`src/oppt_regs.vh`:
```
// constants of the one-shot pulse timer card: register map, fields, timing
// assumes a 100 MHz core clock and a 32-bit apb register bus
`ifndef OPPT_REGS_VH
`define OPPT_REGS_VH

// ----------------------------------------------------------------------
// register byte offsets
// ----------------------------------------------------------------------
`define OPPT_ADDR_W        5
`define OPPT_OFS_CTRL      5'h00
`define OPPT_OFS_DATA      5'h04
`define OPPT_OFS_ADDRW     5'h08
`define OPPT_OFS_READBACK  5'h0c
`define OPPT_OFS_STATUS    5'h10

// ----------------------------------------------------------------------
// control word fields, address word gate bit and readback request bit
// ----------------------------------------------------------------------
`define OPPT_CTRL_W        5
`define OPPT_CTRL_RST      5'h00
`define OPPT_BIT_XFER      0
`define OPPT_BIT_SYNC      1
`define OPPT_BIT_TIMING    2
`define OPPT_BIT_ISEL      3
`define OPPT_BIT_ARM       4
`define OPPT_BIT_GATE      0
`define OPPT_BIT_REQ       15

// ----------------------------------------------------------------------
// count and timing
// ----------------------------------------------------------------------
`define OPPT_COUNT_W       12
`define OPPT_COUNT_RST     12'h000
`define OPPT_CLK_PERIOD_NS 10
`define OPPT_INCR_MIN_NS   1000
`define OPPT_INCR_BASE_CYC (`OPPT_INCR_MIN_NS / `OPPT_CLK_PERIOD_NS)
`define OPPT_DECADES       5
`define OPPT_SEL_W         3

`endif

```
`src/oppt_tick.v`:
```
// increment tick divider: one-cycle enable per selected increment period
// assumes the period select comes from fixed jumpers and restart is a pulse
`include "oppt_regs.vh"

module oppt_tick #(
   parameter BASE_CYC = `OPPT_INCR_BASE_CYC
) (
   input  wire                    core_clk,
   input  wire                    sys_rst,
   input  wire                    restart,
   input  wire [`OPPT_SEL_W-1:0]  period_sel,
   output reg                     tick_r
);

   // ----------------------------------------------------------------------
   // 1 us base prescaler
   // ----------------------------------------------------------------------
   reg  [15:0]                base_r;
   reg  [3:0]                 dec_r [0:`OPPT_DECADES-1];
   wire [`OPPT_DECADES:0]     stage;
   wire                       base_wrap;
   integer                    i;

   assign base_wrap = (base_r == BASE_CYC[15:0] - 16'h0001);
   assign stage[0]  = base_wrap;

   // decade chain keeps every counter small; 100 ms would need 10^7 cycles
   genvar g;
   generate
      for (g = 0; g < `OPPT_DECADES; g = g + 1) begin : dec
         assign stage[g+1] = stage[g] & (dec_r[g] == 4'h9);
      end
   endgenerate

   always @(posedge core_clk or posedge sys_rst) begin
      if (sys_rst) begin
         base_r <= 16'h0000;
         for (i = 0; i < `OPPT_DECADES; i = i + 1)
            dec_r[i] <= 4'h0;
      end else if (restart) begin
         // restart aligns the first increment to the trigger
         base_r <= 16'h0000;
         for (i = 0; i < `OPPT_DECADES; i = i + 1)
            dec_r[i] <= 4'h0;
      end else begin
         base_r <= base_wrap ? 16'h0000 : base_r + 16'h0001;
         for (i = 0; i < `OPPT_DECADES; i = i + 1)
            if (stage[i])
               dec_r[i] <= (dec_r[i] == 4'h9) ? 4'h0 : dec_r[i] + 4'h1;
      end
   end

   // ----------------------------------------------------------------------
   // period select: 0 = 1 us ... 5 = 100 ms, higher codes clamp to 100 ms
   // ----------------------------------------------------------------------
   always @(posedge core_clk or posedge sys_rst) begin
      if (sys_rst)
         tick_r <= 1'b0;
      else if (restart)
         tick_r <= 1'b0;
      else if (period_sel > `OPPT_DECADES)
         tick_r <= stage[`OPPT_DECADES];
      else
         tick_r <= stage[period_sel];  // [RL2]
   end

endmodule

```
`src/oppt_timer.v`:
```
// programmable one-shot pulse timer card with apb command port
// assumes an apb master on core_clk and jumper straps held static
//
// Summary of operation
// RL1 - pulse lasts the programmed count of increments, 1 to 4095
// RL2 - increment period set by jumpers only, 1 us up to 0.1 s
// RL3 - each command gives exactly one timed pulse; new command restarts it
// RL4 - with jumper, transfer-strobe control word or external pulse starts it
// RL5 - handshake: controller sends sync-only control word, then data word
// RL6 - handshake mode gives no completion signal to the controller
// RL7 - timing mode with completion jumper holds flag until pulse ends
// RL8 - timing mode: control word with xfer, sync, timing, then data word
// RL9 - timing-mode completion asserts the service request line
// RL10 - controller clears timing bit by control word after completion
// RL11 - interrupt mode without completion jumper interrupts when pulse ends
// RL12 - interrupt load: control word with select clear, then data word
// RL13 - selective arm: select, gated address word, arm plus timing word
// RL14 - auto-arm jumper arms on a single arm plus timing control word
// RL15 - ungated read in select mode returns request bit after completion
// RL16 - controller disarms with select clear and a zero data word
// RL17 - controller polls each card's request bit to find the source
// RL18 - leaving auto-arm jumper off everywhere is recommended
// RL19 - latch count, raise output on trigger, count down per tick to zero
// RL20 - request indication holds from completion until the zero disarm
`include "oppt_regs.vh"

module oppt_timer #(
   parameter COUNT_W  = `OPPT_COUNT_W,
   parameter BASE_CYC = `OPPT_INCR_BASE_CYC
) (
   input  wire                    core_clk,
   input  wire                    sys_rst,
   input  wire                    psel,
   input  wire                    penable,
   input  wire                    pwrite,
   input  wire [31:0]             paddr,
   input  wire [31:0]             pwdata,
   output reg  [31:0]             prdata,
   output reg                     pready,
   output reg                     pslverr,
   input  wire [`OPPT_SEL_W-1:0]  period_sel,
   input  wire                    completion_flag_jumper,
   input  wire                    auto_arm_jumper,
   input  wire                    strobe_trig_jumper,
   input  wire                    ext_trig_jumper,
   input  wire                    ext_trig,
   output reg                     pulse_out_r,
   output reg                     flag_out_r,
   output reg                     srq_out_r,
   output reg                     irq_out_r
);

   // ----------------------------------------------------------------------
   // state
   // ----------------------------------------------------------------------
   localparam ST_IDLE = 1'b0;
   localparam ST_RUN  = 1'b1;

   reg                     state_r;
   reg [`OPPT_CTRL_W-1:0]  ctrl_r;
   reg [COUNT_W-1:0]       count_r;
   reg [COUNT_W-1:0]       remain_r;
   reg                     selected_r;
   reg                     armed_r;
   reg                     req_r;
   reg                     ext_prev_r;
   reg                     timing_run_r;
   reg [31:0]              rd_word;

   wire                    acc;
   wire                    wr;
   wire [`OPPT_ADDR_W-1:0] ofs;
   wire                    mapped;
   wire                    tick;
   wire                    wr_ctrl;
   wire                    wr_data;
   wire                    wr_addrw;
   wire [COUNT_W-1:0]      wr_count;
   wire                    start;
   wire                    start_strobe;
   wire                    start_ext;
   wire                    start_data;
   wire                    done;
   wire                    disarm;
   wire                    arm_cmd;
   wire                    timing_start;
   wire                    irq_set;

   // ----------------------------------------------------------------------
   // helpers
   // ----------------------------------------------------------------------
   function is_mapped;
      input [`OPPT_ADDR_W-1:0] a;
      begin
         is_mapped = (a == `OPPT_OFS_CTRL) || (a == `OPPT_OFS_DATA) ||
                     (a == `OPPT_OFS_ADDRW) || (a == `OPPT_OFS_READBACK) ||
                     (a == `OPPT_OFS_STATUS);
      end
   endfunction

   function [31:0] pad_count;
      input [COUNT_W-1:0] c;
      begin
         pad_count = {{(32-COUNT_W){1'b0}}, c};
      end
   endfunction

   // ----------------------------------------------------------------------
   // apb decode: a transfer completes on the edge that sees pready high
   // ----------------------------------------------------------------------
   // word map: ctrl 00 rw, data 04 rw, addrw 08 wo, readback 0c ro,
   // status 10 ro; writes to the read-only words are dropped quietly
   // status: b0 run, b1 selected, b2 armed, b3 flag, b4 srq, b5 req
   // any other address answers pslverr and reads zero
   assign acc    = psel & penable & pready;
   assign ofs    = paddr[`OPPT_ADDR_W-1:0];
   assign mapped = (paddr[31:`OPPT_ADDR_W] == 27'h0) & is_mapped(ofs);
   assign wr     = acc & pwrite & mapped;

   assign wr_ctrl  = wr & (ofs == `OPPT_OFS_CTRL);
   assign wr_data  = wr & (ofs == `OPPT_OFS_DATA);
   assign wr_addrw = wr & (ofs == `OPPT_OFS_ADDRW);
   assign wr_count = pwdata[COUNT_W-1:0];

   // read mux on the low offset bits only; high bits are screened below
   always @* begin
      case (ofs)
         `OPPT_OFS_CTRL:
            rd_word = {27'h0, ctrl_r};
         `OPPT_OFS_DATA:
            rd_word = pad_count(count_r);
         `OPPT_OFS_READBACK:
            // ungated select-mode readback: request in bit 15
            rd_word = pad_count(count_r) |  // [RL15]
                      {16'h0, req_r & ctrl_r[`OPPT_BIT_ISEL], 15'h0};
         `OPPT_OFS_STATUS:
            rd_word = {26'h0, req_r, srq_out_r, flag_out_r,
                       armed_r, selected_r, state_r};
         default:
            rd_word = 32'h0000_0000;
      endcase
   end

   always @(posedge core_clk or posedge sys_rst) begin
      if (sys_rst) begin
         pready  <= 1'b0;
         pslverr <= 1'b0;
         prdata  <= 32'h0000_0000;
      end else if (psel & penable & ~pready) begin
         // one wait state gives registered read data and error
         pready  <= 1'b1;
         pslverr <= ~mapped;
         prdata  <= mapped ? rd_word : 32'h0000_0000;
      end else begin
         pready  <= 1'b0;
         pslverr <= 1'b0;
         prdata  <= 32'h0000_0000;
      end
   end

   // ----------------------------------------------------------------------
   // trigger sources
   // ----------------------------------------------------------------------
   // with neither trigger jumper, a data word with select clear starts it
   assign start_data   = wr_data & ~ctrl_r[`OPPT_BIT_ISEL] &
                         (wr_count != `OPPT_COUNT_RST) &
                         ~strobe_trig_jumper & ~ext_trig_jumper;  // [RL3]
   assign start_strobe = wr_ctrl & pwdata[`OPPT_BIT_XFER] &
                         strobe_trig_jumper &
                         (count_r != `OPPT_COUNT_RST);  // [RL4]
   // external trigger is sampled as a synchronous level; rising edge fires
   assign start_ext    = ext_trig_jumper & ext_trig & ~ext_prev_r &
                         (count_r != `OPPT_COUNT_RST);  // [RL4]
   assign start        = start_data | start_strobe | start_ext;

   assign done    = (state_r == ST_RUN) & tick &
                    (remain_r == {{(COUNT_W-1){1'b0}}, 1'b1}) & ~start;
   assign disarm  = wr_data & ~ctrl_r[`OPPT_BIT_ISEL] &
                    (wr_count == `OPPT_COUNT_RST);  // [RL16]
   assign arm_cmd = wr_ctrl & pwdata[`OPPT_BIT_ARM] &
                    pwdata[`OPPT_BIT_TIMING];

   oppt_tick #(
      .BASE_CYC   (BASE_CYC)
   ) u_tick (
      .core_clk   (core_clk),
      .sys_rst    (sys_rst),
      .restart    (start),
      .period_sel (period_sel),
      .tick_r     (tick)
   );

   // ----------------------------------------------------------------------
   // command word registers
   // ----------------------------------------------------------------------
   always @(posedge core_clk or posedge sys_rst) begin
      if (sys_rst)
         ctrl_r <= `OPPT_CTRL_RST;
      else if (wr_ctrl)
         ctrl_r <= pwdata[`OPPT_CTRL_W-1:0];
   end

   // data words only load when the card is not in select mode
   always @(posedge core_clk or posedge sys_rst) begin
      if (sys_rst)
         count_r <= `OPPT_COUNT_RST;
      else if (wr_data & ~ctrl_r[`OPPT_BIT_ISEL])
         count_r <= wr_count;  // [RL1] [RL19]
   end

   // gate only taken in select mode; a select-clear word drops it
   always @(posedge core_clk or posedge sys_rst) begin
      if (sys_rst)
         selected_r <= 1'b0;
      else if (wr_addrw & ctrl_r[`OPPT_BIT_ISEL])
         selected_r <= pwdata[`OPPT_BIT_GATE];  // [RL13]
      else if (wr_ctrl & ~pwdata[`OPPT_BIT_ISEL])
         selected_r <= 1'b0;
   end

   // previous trigger level for the rising-edge detect
   always @(posedge core_clk or posedge sys_rst) begin
      if (sys_rst)
         ext_prev_r <= 1'b0;
      else
         ext_prev_r <= ext_trig;
   end

   // ----------------------------------------------------------------------
   // pulse sequencer
   // ----------------------------------------------------------------------
   always @(posedge core_clk or posedge sys_rst) begin
      if (sys_rst) begin
         state_r     <= ST_IDLE;
         remain_r    <= `OPPT_COUNT_RST;
         pulse_out_r <= 1'b0;
      end else begin
         case (state_r)
            ST_IDLE: begin
               if (start) begin
                  state_r     <= ST_RUN;
                  remain_r    <= start_data ? wr_count : count_r;
                  pulse_out_r <= 1'b1;  // [RL19]
               end
            end
            ST_RUN: begin
               if (start) begin
                  // a fresh command restarts the full length
                  remain_r <= start_data ? wr_count : count_r;  // [RL3]
               end else if (done) begin
                  state_r     <= ST_IDLE;
                  remain_r    <= `OPPT_COUNT_RST;
                  pulse_out_r <= 1'b0;  // [RL19]
               end else if (tick) begin
                  remain_r <= remain_r - {{(COUNT_W-1){1'b0}}, 1'b1};  // [RL1]
               end
            end
            default: begin
               state_r     <= ST_IDLE;
               pulse_out_r <= 1'b0;
            end
         endcase
      end
   end

   // ----------------------------------------------------------------------
   // completion reporting
   // ----------------------------------------------------------------------
   // handshake mode (timing bit clear) never raises flag or srq  [RL6]
   // timing bit may sit in ctrl_r or come with the triggering word
   assign timing_start = start & completion_flag_jumper &
                         (ctrl_r[`OPPT_BIT_TIMING] |
                          (wr_ctrl & pwdata[`OPPT_BIT_TIMING]));

   always @(posedge core_clk or posedge sys_rst) begin
      if (sys_rst)
         timing_run_r <= 1'b0;
      else if (timing_start)
         timing_run_r <= 1'b1;
      else if (done)
         timing_run_r <= 1'b0;
   end

   // flag held for the whole pulse; its falling edge marks the end
   always @(posedge core_clk or posedge sys_rst) begin
      if (sys_rst)
         flag_out_r <= 1'b0;
      else if (timing_start)
         flag_out_r <= 1'b1;  // [RL7]
      else if (done)
         flag_out_r <= 1'b0;  // [RL7]
   end

   // set wins over the clearing control word
   always @(posedge core_clk or posedge sys_rst) begin
      if (sys_rst)
         srq_out_r <= 1'b0;
      else if (done & timing_run_r)
         srq_out_r <= 1'b1;  // [RL9]
      else if (wr_ctrl & ~pwdata[`OPPT_BIT_TIMING])
         srq_out_r <= 1'b0;  // [RL10]
   end

   // ----------------------------------------------------------------------
   // interrupt mode: arm, request, disarm
   // ----------------------------------------------------------------------
   assign irq_set = done & armed_r & ~completion_flag_jumper;

   // arming is ignored while the completion jumper is fitted
   always @(posedge core_clk or posedge sys_rst) begin
      if (sys_rst)
         armed_r <= 1'b0;
      else if (arm_cmd & ~completion_flag_jumper &
               (selected_r | auto_arm_jumper))
         armed_r <= 1'b1;  // [RL13] [RL14]
      else if (disarm)
         armed_r <= 1'b0;  // [RL16]
   end

   // completion outranks a disarm landing in the same cycle
   always @(posedge core_clk or posedge sys_rst) begin
      if (sys_rst)
         req_r <= 1'b0;
      else if (irq_set)
         req_r <= 1'b1;  // [RL11] [RL20]
      else if (disarm)
         req_r <= 1'b0;  // [RL20]
   end

   always @(posedge core_clk or posedge sys_rst) begin
      if (sys_rst)
         irq_out_r <= 1'b0;
      else if (irq_set)
         irq_out_r <= 1'b1;  // [RL11]
      else if (disarm)
         irq_out_r <= 1'b0;
   end

endmodule

```
`config.mk`:
```
export PLATFORM = sky130hd
export DESIGN_NAME = oppt_timer
export DESIGN_NICKNAME = d
export VERILOG_FILES = /design/src/oppt_tick.v /design/src/oppt_timer.v
export VERILOG_INCLUDE_DIRS = /design/src /design/src/src
export SDC_FILE = /design/constraint.sdc
export NUM_CORES = 1
export LEC_CHECK = 0
export ABC_AREA = 1
export BUFFER_PORTS_ARGS = -buffer_cell sky130_fd_sc_hd__buf_2
export CAP_MARGIN = 20
export CORE_MARGIN = 2
export CORE_UTILIZATION = 56
export CTS_BUF_LIST = sky130_fd_sc_hd__clkbuf_2 sky130_fd_sc_hd__clkbuf_4 sky130_fd_sc_hd__clkbuf_8
export DETAILED_ROUTE_END_ITERATION = 6
export PLACE_DENSITY = 0.82
export SYNTH_ARGS = -nofsm -noshare
export SYNTH_HDL_FRONTEND = slang
export SYNTH_SLANG_ARGS = --single-unit
```
`constraint.sdc`:
```
create_clock -name core_clk -period 3.3 [get_ports core_clk]
set_input_delay 0.33 -clock core_clk [delete_from_list [all_inputs] [get_ports core_clk]]
set_output_delay 0.33 -clock core_clk [all_outputs]
set_load 0.03 [all_outputs]
```
==> results of run 1 <==
==> metrics by stage <==
step / cell area [um^2] / worst slack (ns)
detailed placement: 5453 / 0.5335
CTS: 5667 / 0.8063
floorplan: 5121 / 0.6631
global route: 5667 / 0.5981
finish: 5667 / 0.7782
global placement: 5453 / 0.6424
==> Yosys cell counts (2+ instances only) <==
cell type / instances / area, um^2
nand3_1: 35 / 175.2
buf_4: 20 / 150.1
buf_2: 3 / 15.01
nor3_1: 24 / 120.1
nor2_1: 101 / 379.1
ha_1: 13 / 162.7
nor2_2: 4 / 25.02
a211oi_1: 2 / 15.01
xor2_1: 15 / 131.4
nor2_4: 4 / 45.04
o21ai_0: 37 / 185.2
nand4_1: 12 / 75.07
nand2_2: 3 / 18.77
nor3_2: 2 / 20.02
nand3_2: 3 / 30.03
nor3b_1: 6 / 45.04
buf_6: 3 / 33.78
inv_1: 73 / 274.0
o21ai_1: 2 / 10.01
a31oi_1: 6 / 37.54
inv_2: 3 / 11.26
dfrtp_1: 89 / 2227
a21oi_1: 30 / 150.1
clkbuf_1: 5 / 18.77
xnor2_1: 5 / 43.79
nand2_1: 142 / 533.0
nor4_1: 5 / 31.28
==> cells in the final DEF, fill, tap and decap left out, drive strengths merged <==
master,n
nand3,38
o2111a,1
and3,1
nor3,26
a211oi,2
o21a,1
o211ai,1
nand2,145
buf,80
clkbuf,11
xnor2,5
dfrtp,89
clkinvlp,1
a21oi,30
nand3b,1
xor2,15
a22oi,1
nand4,13
clkinv,4
o21ai,39
or2,1
o31ai,1
bufinv,1
nor2,109
nor4,5
ha,13
conb,19
a31oi,6
nor3b,6
inv,76
==> layer usage <==
metal / track usage / part of all wire
met5: 0 / 0
met2: 0.4381 / 0.52
met3: 0.04184 / 0.039
met1: 0.3100 / 0.43
met4: 0.07587 / 0.014
==> area by class of cell <==
type	count	area, um^2	share of cell area
Timing Repair Buffer	80	412.9	0.07286
Clock buffer	11	151.4	0.02672
Multi-Input combinational cell	479	2387	0.4213
Tap cell	108	135.1	0.02385
Clock inverter	5	62.56	0.01104
Inverter	77	290.3	0.05123
Sequential cell	89	2227	0.3930
==> registers in the layout, summed over array words and instances, names as in the netlist, 5 cells and up <==
signal	count
prdata	13
count_r	12
u_tick.dec_r	20
remain_r	12
u_tick.base_r	16
ctrl_r	5
==> cells by family after synthesis <==
| group | after synthesis | synth area share |
|---|---|---|
| AO/OA/AOI/OAI | 82 | 0.08690 |
| XOR/XNOR | 20 | 0.03466 |
| adder cells (fa/ha/maj) | 13 | 0.03219 |
| buffers and inverters | 108 | 0.1003 |
| flip-flops | 89 | 0.4407 |
| other | 1 | 0.0007420 |
| AND/OR/NAND/NOR | 345 | 0.3045 |
==> path summary, 6_finish.rpt <==
path,start,end,slack (ns),cells after the start
setup / recovery,ctrl_r[3],remain_r[4],0.78,10
hold / removal,sys_rst,remain_r[4],0.07,2
setup reg to reg,ctrl_r[3],remain_r[4],0.78,10
hold reg to reg,u_tick.base_r[0],u_tick.base_r[0],0.47,1
max in group asynchronous,sys_rst,count_r[10],2.42,3
min in group core_clk,ext_trig,ext_prev_r,0.08,1
==> where the power goes <==
group,internal (uW),switching [uW]
registers,1140,39.6
clock network,397,405
logic,114,207
total,1650,652
==> worst register-to-register path: stages, from the launching register on <==
cell and delay (ns):
dfrtp_1 0.44, nor3_2 0.27, nand4_4 0.35, inv_2 0.18
nand2_1 0.10, nand3_1 0.11, nand2_2 0.08, inv_2 0.51
nand2_1 0.22, nand2_1 0.12, nor2_1 0.04
==> flow_summary.ini, run 1 <==
[outcome]
outcome = completed

[grt]
antenna_found_initial = 0
grt_usage = 0.2476
grt_pass1_vias = 4494
grt_max_degree = 45
grt_pass1_wl_um = 20000
grt_overflow = 0

[drt]
ant_nets = 0
avgViaCountPerCell = 5.347
dr.first_iter.drc_count = 323
firstDrtPassIters = 5
routed_wl_um = 11510
wire_per_inst_um = 13.56
vias = 4540
drc = 0

[timing]
tightest_slew_ns = 0.7680
drv_slew = 0
finClkSkew_ns = 0.009728
clock.fmax_mhz = 396.5
rsz0062_at_grt = no
period_share = 0.7642
hold_viol = 0
slew_headroom = 0.4874
fin_crit_ns = 2.522
timing.hold.ws_ns = 0.07311
tns_ns = 0
setup_violations = 0

[setup_path]
cp_common_cell = nand2_1
worst_ep_arrival_time_ns = 2.79
critPathMaxFanout = 39
cp_top_family = simple AND/OR/NAND/NOR gates
crit_required_ns = 3.56
crit_type = register to register
end_kind = register
slowest_stage = inv_2
critPathMaxStageDelay_ns = 0.51
cp_num_buf_inv = 2
crit_chain = nor3_2 -> nand4_4 -> inv_2 -> nand2_1 -> nand3_1 -> nand2_2 -> inv_2 -> nand2_1 -> nand2_1 -> nor2_1
cp-start-kind = register

[die]
io_pins = 115
start_util = 0.5795
coreArea_um2 = 8721
die_w_um = 99.00
die_area_um2 = 9800
die_y_um = 99.00
rows = 34

[layout]
drive_gt1_frac = 0.1592
final_cells = 849
nNetsFinal = 826
fin_util = 0.6498
diodes = 0
final.fill_count = 739
syn_to_final_growth_pct = 12.13

[clocking]
cts_tree = built
postCtsSetupBuffers = 0
clock_sinks = 89
hold_buffers = 0
ctsRootBufferMaster = clkbuf_8
cts_buffers = 9
clock_latency_ns = 0.36
ctsResizeCount = 0
htree_levels = 3
clkTransAtPathRegs_ns = 0.09
clockBufferDepth = 2

[synth]
synthFlopType = dfrtp_1
ys_async_sr_fraction = 1.000
synthesis.instances = 658
avgSynthCellArea_um2 = 7.680
ys_ff_latch = 89
synth_warnings = 0
ys_types = 38
synth_edf_count = 0
ys_seq_area_frac = 0.4407
syn-cell-area_um2 = 5054

[place]
hpwl_um = 8481
port_buffers = 75
dp_cells = 833
place.gp.congestion = 0.8843

[job]
drv_cap = 0

[power]
ir_drop_mv = 0.2387
p_leak_uw = 0.002844
p_total_uw = 2306
power_density_nw_per_um2 = 406.9

[hold_path]
hold_path_class = input port to asynchronous set/reset pin
(Power assumes the default switching activity.)
==> run 2: changes to the inputs <==
Settings changed: CORE_UTILIZATION 56 to 51, PLACE_DENSITY 0.82 to 0.79.
Clock period 3.3 ns to 2.05 ns, I/O delays scaled along.
==> run 2 against run 1 <==
Routed wire length decreased by 0.59%; fmax up 31%; critical path depth is the same; die area increased by 9.4%; cell area increased by 5.5%; first-iteration DRC count up 2.8%; total power is 58% higher; non-clock buffer count is 21 higher; global-route usage is 2.2 points lower; combinational power up 77%; critical endpoint is now u_tick.dec_r[0]; largest power group unchanged; highest routed layer unchanged.
==> flow_summary.ini, run 2 (synthesis gave the netlist of run 1 again) <==
[setup_path]
r2r_slack_ns = 0.12
r2r_end = u_tick.dec_r[0]
slowest_stage = dfrtp_1
cp_top_family = simple AND/OR/NAND/NOR gates
crit_required_ns = 2.30
reg2regPathDepth = 10
timing.rr.start = u_tick.base_r[0]
crit_chain = ha_4 -> nand4_1 -> nor2_1 -> nand2_2 -> nor3_4 -> nand2_2 -> nor2_4 -> buf_4 -> xnor2_1 -> nor2_1
cp_num_buf_inv = 1
cp-start-kind = register
worst_ep_arrival_time_ns = 2.18
critPathMaxFanout = 8
crit_type = register to register
end_kind = register
critPathMaxStageDelay_ns = 0.43

[grt]
busiest_layer = met2
grt_overflow = 0
use_met1 = 0.2904
grt_pass1_wl_um = 20370
gr-usage-met3 = 0.02643
grt_use_met2 = 0.3921
grt_max_degree = 30
antenna_found_initial = 0
grt_usage = 0.2261
grt_pass1_vias = 4638

[clocking]
clkTransAtPathRegs_ns = 0.09
ctsRootBufferMaster = clkbuf_8
clock_sinks = 89
clockBufferDepth = 2
cts_tree = built
clock_latency_ns = 0.36
cts_buffers = 9
htree_levels = 3

[drt]
vias = 4636
ant_nets = 0
drc = 0
avgViaCountPerCell = 5.180
firstDrtPassIters = 5
wire_per_inst_um = 12.79
routed_wl_um = 11440
dr.first_iter.drc_count = 332

[hold_path]
holdPathStages = 3
hold_path_class = input port to register
hold_path_end = flag_out_r
min_from = completion_flag_jumper

[timing]
period_share = 0.9419
hold_viol = 0
drv_slew = 0
setup_violations = 0
clock.fmax_mhz = 517.9
finClkSkew_ns = 0.008384
timing.hold.ws_ns = 0.1094
fin_crit_ns = 1.931
tns_ns = 0

[layout]
final_common_cell = nand2_1
fin_util = 0.6174
drive_gt1_frac = 0.2060
reg_top3 = u_tick.dec_r x20, u_tick.base_r x16, prdata x13
nNetsFinal = 847
diodes = 0
regMostFlops = u_tick.dec_r
final_cell_mix = nand2_1, nor2_1, dfrtp_1
syn_to_final_growth_pct = 18.32
largest_register_ffs = 20

[place]
place.gp.congestion = 0.9160
port_buffers = 75
hpwl_um = 8601

[job]
drv_cap = 0

[die]
start_util = 0.5218
die_y_um = 103.5
die_area_um2 = 10720
die_w_um = 103.5
coreArea_um2 = 9684
rows = 36
io_pins = 115

[power]
ir_drop_mv = 0.3883
p_total_uw = 3638
p_leak_uw = 0.002976
power_density_nw_per_um2 = 608.5

[outcome]
outcome = completed
run 2: worst max-delay path by stage:
stage	from	to	slack, ns	cells after the start
floorplan	pready	u_tick.base_r[14]	0.24	11
global placement	paddr[28]	remain_r[4]	0.09	16
detailed placement	u_tick.base_r[0]	u_tick.base_r[14]	0.004	11
CTS	u_tick.base_r[0]	u_tick.base_r[14]	0.008	11
global route	u_tick.base_r[0]	u_tick.tick_r	-0.03	11
finish	u_tick.base_r[0]	u_tick.dec_r[0]	0.12	10
run 2: area by class of cell:
| type | instances | area (um^2) |
|---|---|---|
| clock buffer | 11 | 151.4 |
| clock inverter | 5 | 38.79 |
| fill | 857 | 3705 |
| inverter | 77 | 292.8 |
| multi-input combinational | 479 | 2489 |
| sequential | 89 | 2228 |
| tap | 133 | 166.4 |
| timing repair buffer | 101 | 613.1 |
run 2: what timing repair did:
item	4_1_cts	5_1_grt
endpoints found under the setup margin	1	27
setup buffers	0	3
cloned	0	0
pin swaps	0	3
endpoints found under the hold margin	16	0
hold buffers	2	0
resized for setup	1	26
run 2: worst min-delay path, stage by stage:
cell and delay, ns:
buf_2 0.09, o211ai_1 0.09, nand2_1 0.06
run 2: power by group:
part	total (uW)	switching (uW)	internal, uW
Combinational	568	343	225
Sequential	1910	73.7	1840
Clock	1160	645	514
run 2: stage by stage:
step	area [um^2]	setup slack, ns	cells
detailed placement	5644	0.003588	874
CTS	5857	0.008477	892
global route	5979	-0.02896	895
floorplan	5125	0.2448	676
global placement	5644	0.09141	874
finish	5979	0.1191	895
run 2: metal layers:
metal | vias to the layer above | share of wire
li1 | 2274 | -
met1 | 2177 | 0.42
met2 | 157 | 0.51
met3 | 28 | 0.053
met4 | 0 | 0.021
met5 | - | 0
==> run 3: changes to the inputs <==
Clock period 2.05 ns to 1.6 ns, I/O delays scaled along.
==> run 3 against run 2 <==
The run now ends with setup timing left; cell count is 13% higher; worst setup slack worse by 0.54 ns; sequential power is 29% higher; non-clock buffer count is 119 higher; register-to-register slack worse by 0.54 ns; combinational power is 99% higher; fmax is 4.5% lower; routed wire length is 55% higher; total power is 45% higher.
==> flow_summary.ini, run 3 (synthesis gave the netlist of run 1 again) <==
[outcome]
outcome = finished, violations left
violations = setup timing

[layout]
syn_to_final_growth_pct = 50.83
regMostFlops = u_tick.dec_r
nNetsFinal = 966
drive_gt1_frac = 0.4278
design_area_um2 = 7622
final_cell_mix = buf_4, nand2_1, dfrtp_1
final_common_cell = buf_4
final.fill_count = 602
diodes = 0
reg_top3 = u_tick.dec_r x20, u_tick.base_r x16, prdata x13
largest_register_ffs = 20

[die]
io_pins = 115
die_w_um = 103.5
start_util = 0.5218
die_area_um2 = 10720
rows = 36
coreArea_um2 = 9684
die_y_um = 103.5

[clocking]
cts_tree = built
cts_buffers = 9
clock_latency_ns = 0.39
clock_sinks = 89
htree_levels = 3
ctsRootBufferMaster = clkbuf_8
clkTransAtPathRegs_ns = 0.10
clockBufferDepth = 2

[timing]
clock.fmax_mhz = 494.4
slew_headroom = 0.6348
setup_violations = 54
fin_crit_ns = 2.022
drv_slew = 0
finClkSkew_ns = 0.02166
tightest_slew_ns = 0.5467
period_share = 1.264
hold_viol = 0
fin_ws_ns = -0.4225
rsz0062_at_grt = yes
tns_ns = -13.44

[grt]
grt_pass1_wl_um = 24370
grt_pass1_vias = 5349
grt_usage = 0.2788
grt_max_degree = 26
grt_overflow = 0
antenna_found_initial = 0

[drt]
firstDrtPassIters = 7
vias = 5548
wire_per_inst_um = 17.51
routed_wl_um = 17720
ant_nets = 0
avgViaCountPerCell = 5.482
drc = 0
dr.first_iter.drc_count = 351

[power]
power_density_nw_per_um2 = 692.8
ir_drop_mv = 0.6923
p_leak_uw = 0.003764

[setup_path]
end_kind = register
worst_ep_arrival_time_ns = 2.28
crit_required_ns = 1.86
critPathMaxFanout = 3
cp-start-kind = register
crit_type = register to register

[place]
placed_area_um2 = 6340
port_buffers = 75
hpwl_um = 9719
pre_cts_slack_ns = -0.2925
place.gp.congestion = 0.8970

[hold_path]
hold_path_class = input port to register

[job]
drv_cap = 0
[run 3: cell types whose count changed in the layout (fill, tap and decap cells not counted), sizes merged]
cell,before,now
bufinv,0,2
inv,76,74
clkinvlp,2,1
buf,99,217
[run 3: report_power, final]
| group | switching [uW] | leakage [uW] | internal (uW) |
|---|---|---|---|
| clock | 817 | 0.000105 | 876 |
| sequential | 107 | 0.00119 | 2360 |
| combinational | 646 | 0.00247 | 479 |
| total | 1570 | 0.00376 | 3710 |
[run 3: routing by layer]
layer,track usage,part of all wire,vias to the layer above
met5,0,0,-
met4,0.1197,0.055,0
met3,0.07237,0.062,89
met2,0.5019,0.52,283
met1,0.3115,0.36,2662
li1,-,-,2514
[run 3: layout make-up]
cell class	count	area, um^2	share of cell area
multi-input combinational	479	3004	0.3941
sequential	89	2230	0.2925
timing repair buffer	220	1710	0.2244
inverter	77	310.3	0.04071
tap	133	166.4	0.02183
clock buffer	10	131.4	0.01724
clock inverter	4	70.07	0.009192
[run 3: metrics by stage]
step,std cells,utilization,hold WS [ns],power [uW]
after global routing,1012,0.7871,0.03882,5482
after CTS,992,0.7234,0.05200,5045
after floorplan,676,-,0.1914,2995
after global placement,956,0.6547,0.2291,3259
after detailed placement,956,0.6547,0.2423,3299
final,1012,0.7871,0.05721,5281
[run 3: timing repair]
item,CTS,global route
endpoints found under the hold margin,18,0
hold buffers,2,0
cloned,3,1
gates resized for setup,59,126
setup endpoints to repair,53,54
pin swaps,15,35
buffers inserted,17,22
[run 3: path summary, 6_finish.rpt]
kind / from / to / slack (ns) / cells after the start
hold / removal: completion_flag_jumper / flag_out_r / 0.06 / 3
setup reg to reg: u_tick.base_r[1] / u_tick.base_r[12] / -0.42 / 11
min in group asynchronous: sys_rst / prdata[0] / 0.37 / 3
hold reg to reg: ctrl_r[4] / ctrl_r[4] / 0.49 / 2
max in group asynchronous: sys_rst / remain_r[0] / 0.72 / 4
setup / recovery: u_tick.base_r[1] / u_tick.base_r[12] / -0.42 / 11
[run 3: critical path, stage by stage, from the launching register on]
cell,delay (ns)
dfrtp_1,0.39
ha_2,0.21
nand3_2,0.13
nor2_4,0.11
nand2_1,0.08
nor2_2,0.15
nand3_2,0.14
nor2_4,0.13
nand2_2,0.12
nor2_4,0.14
xor2_1,0.20
nor2_1,0.08
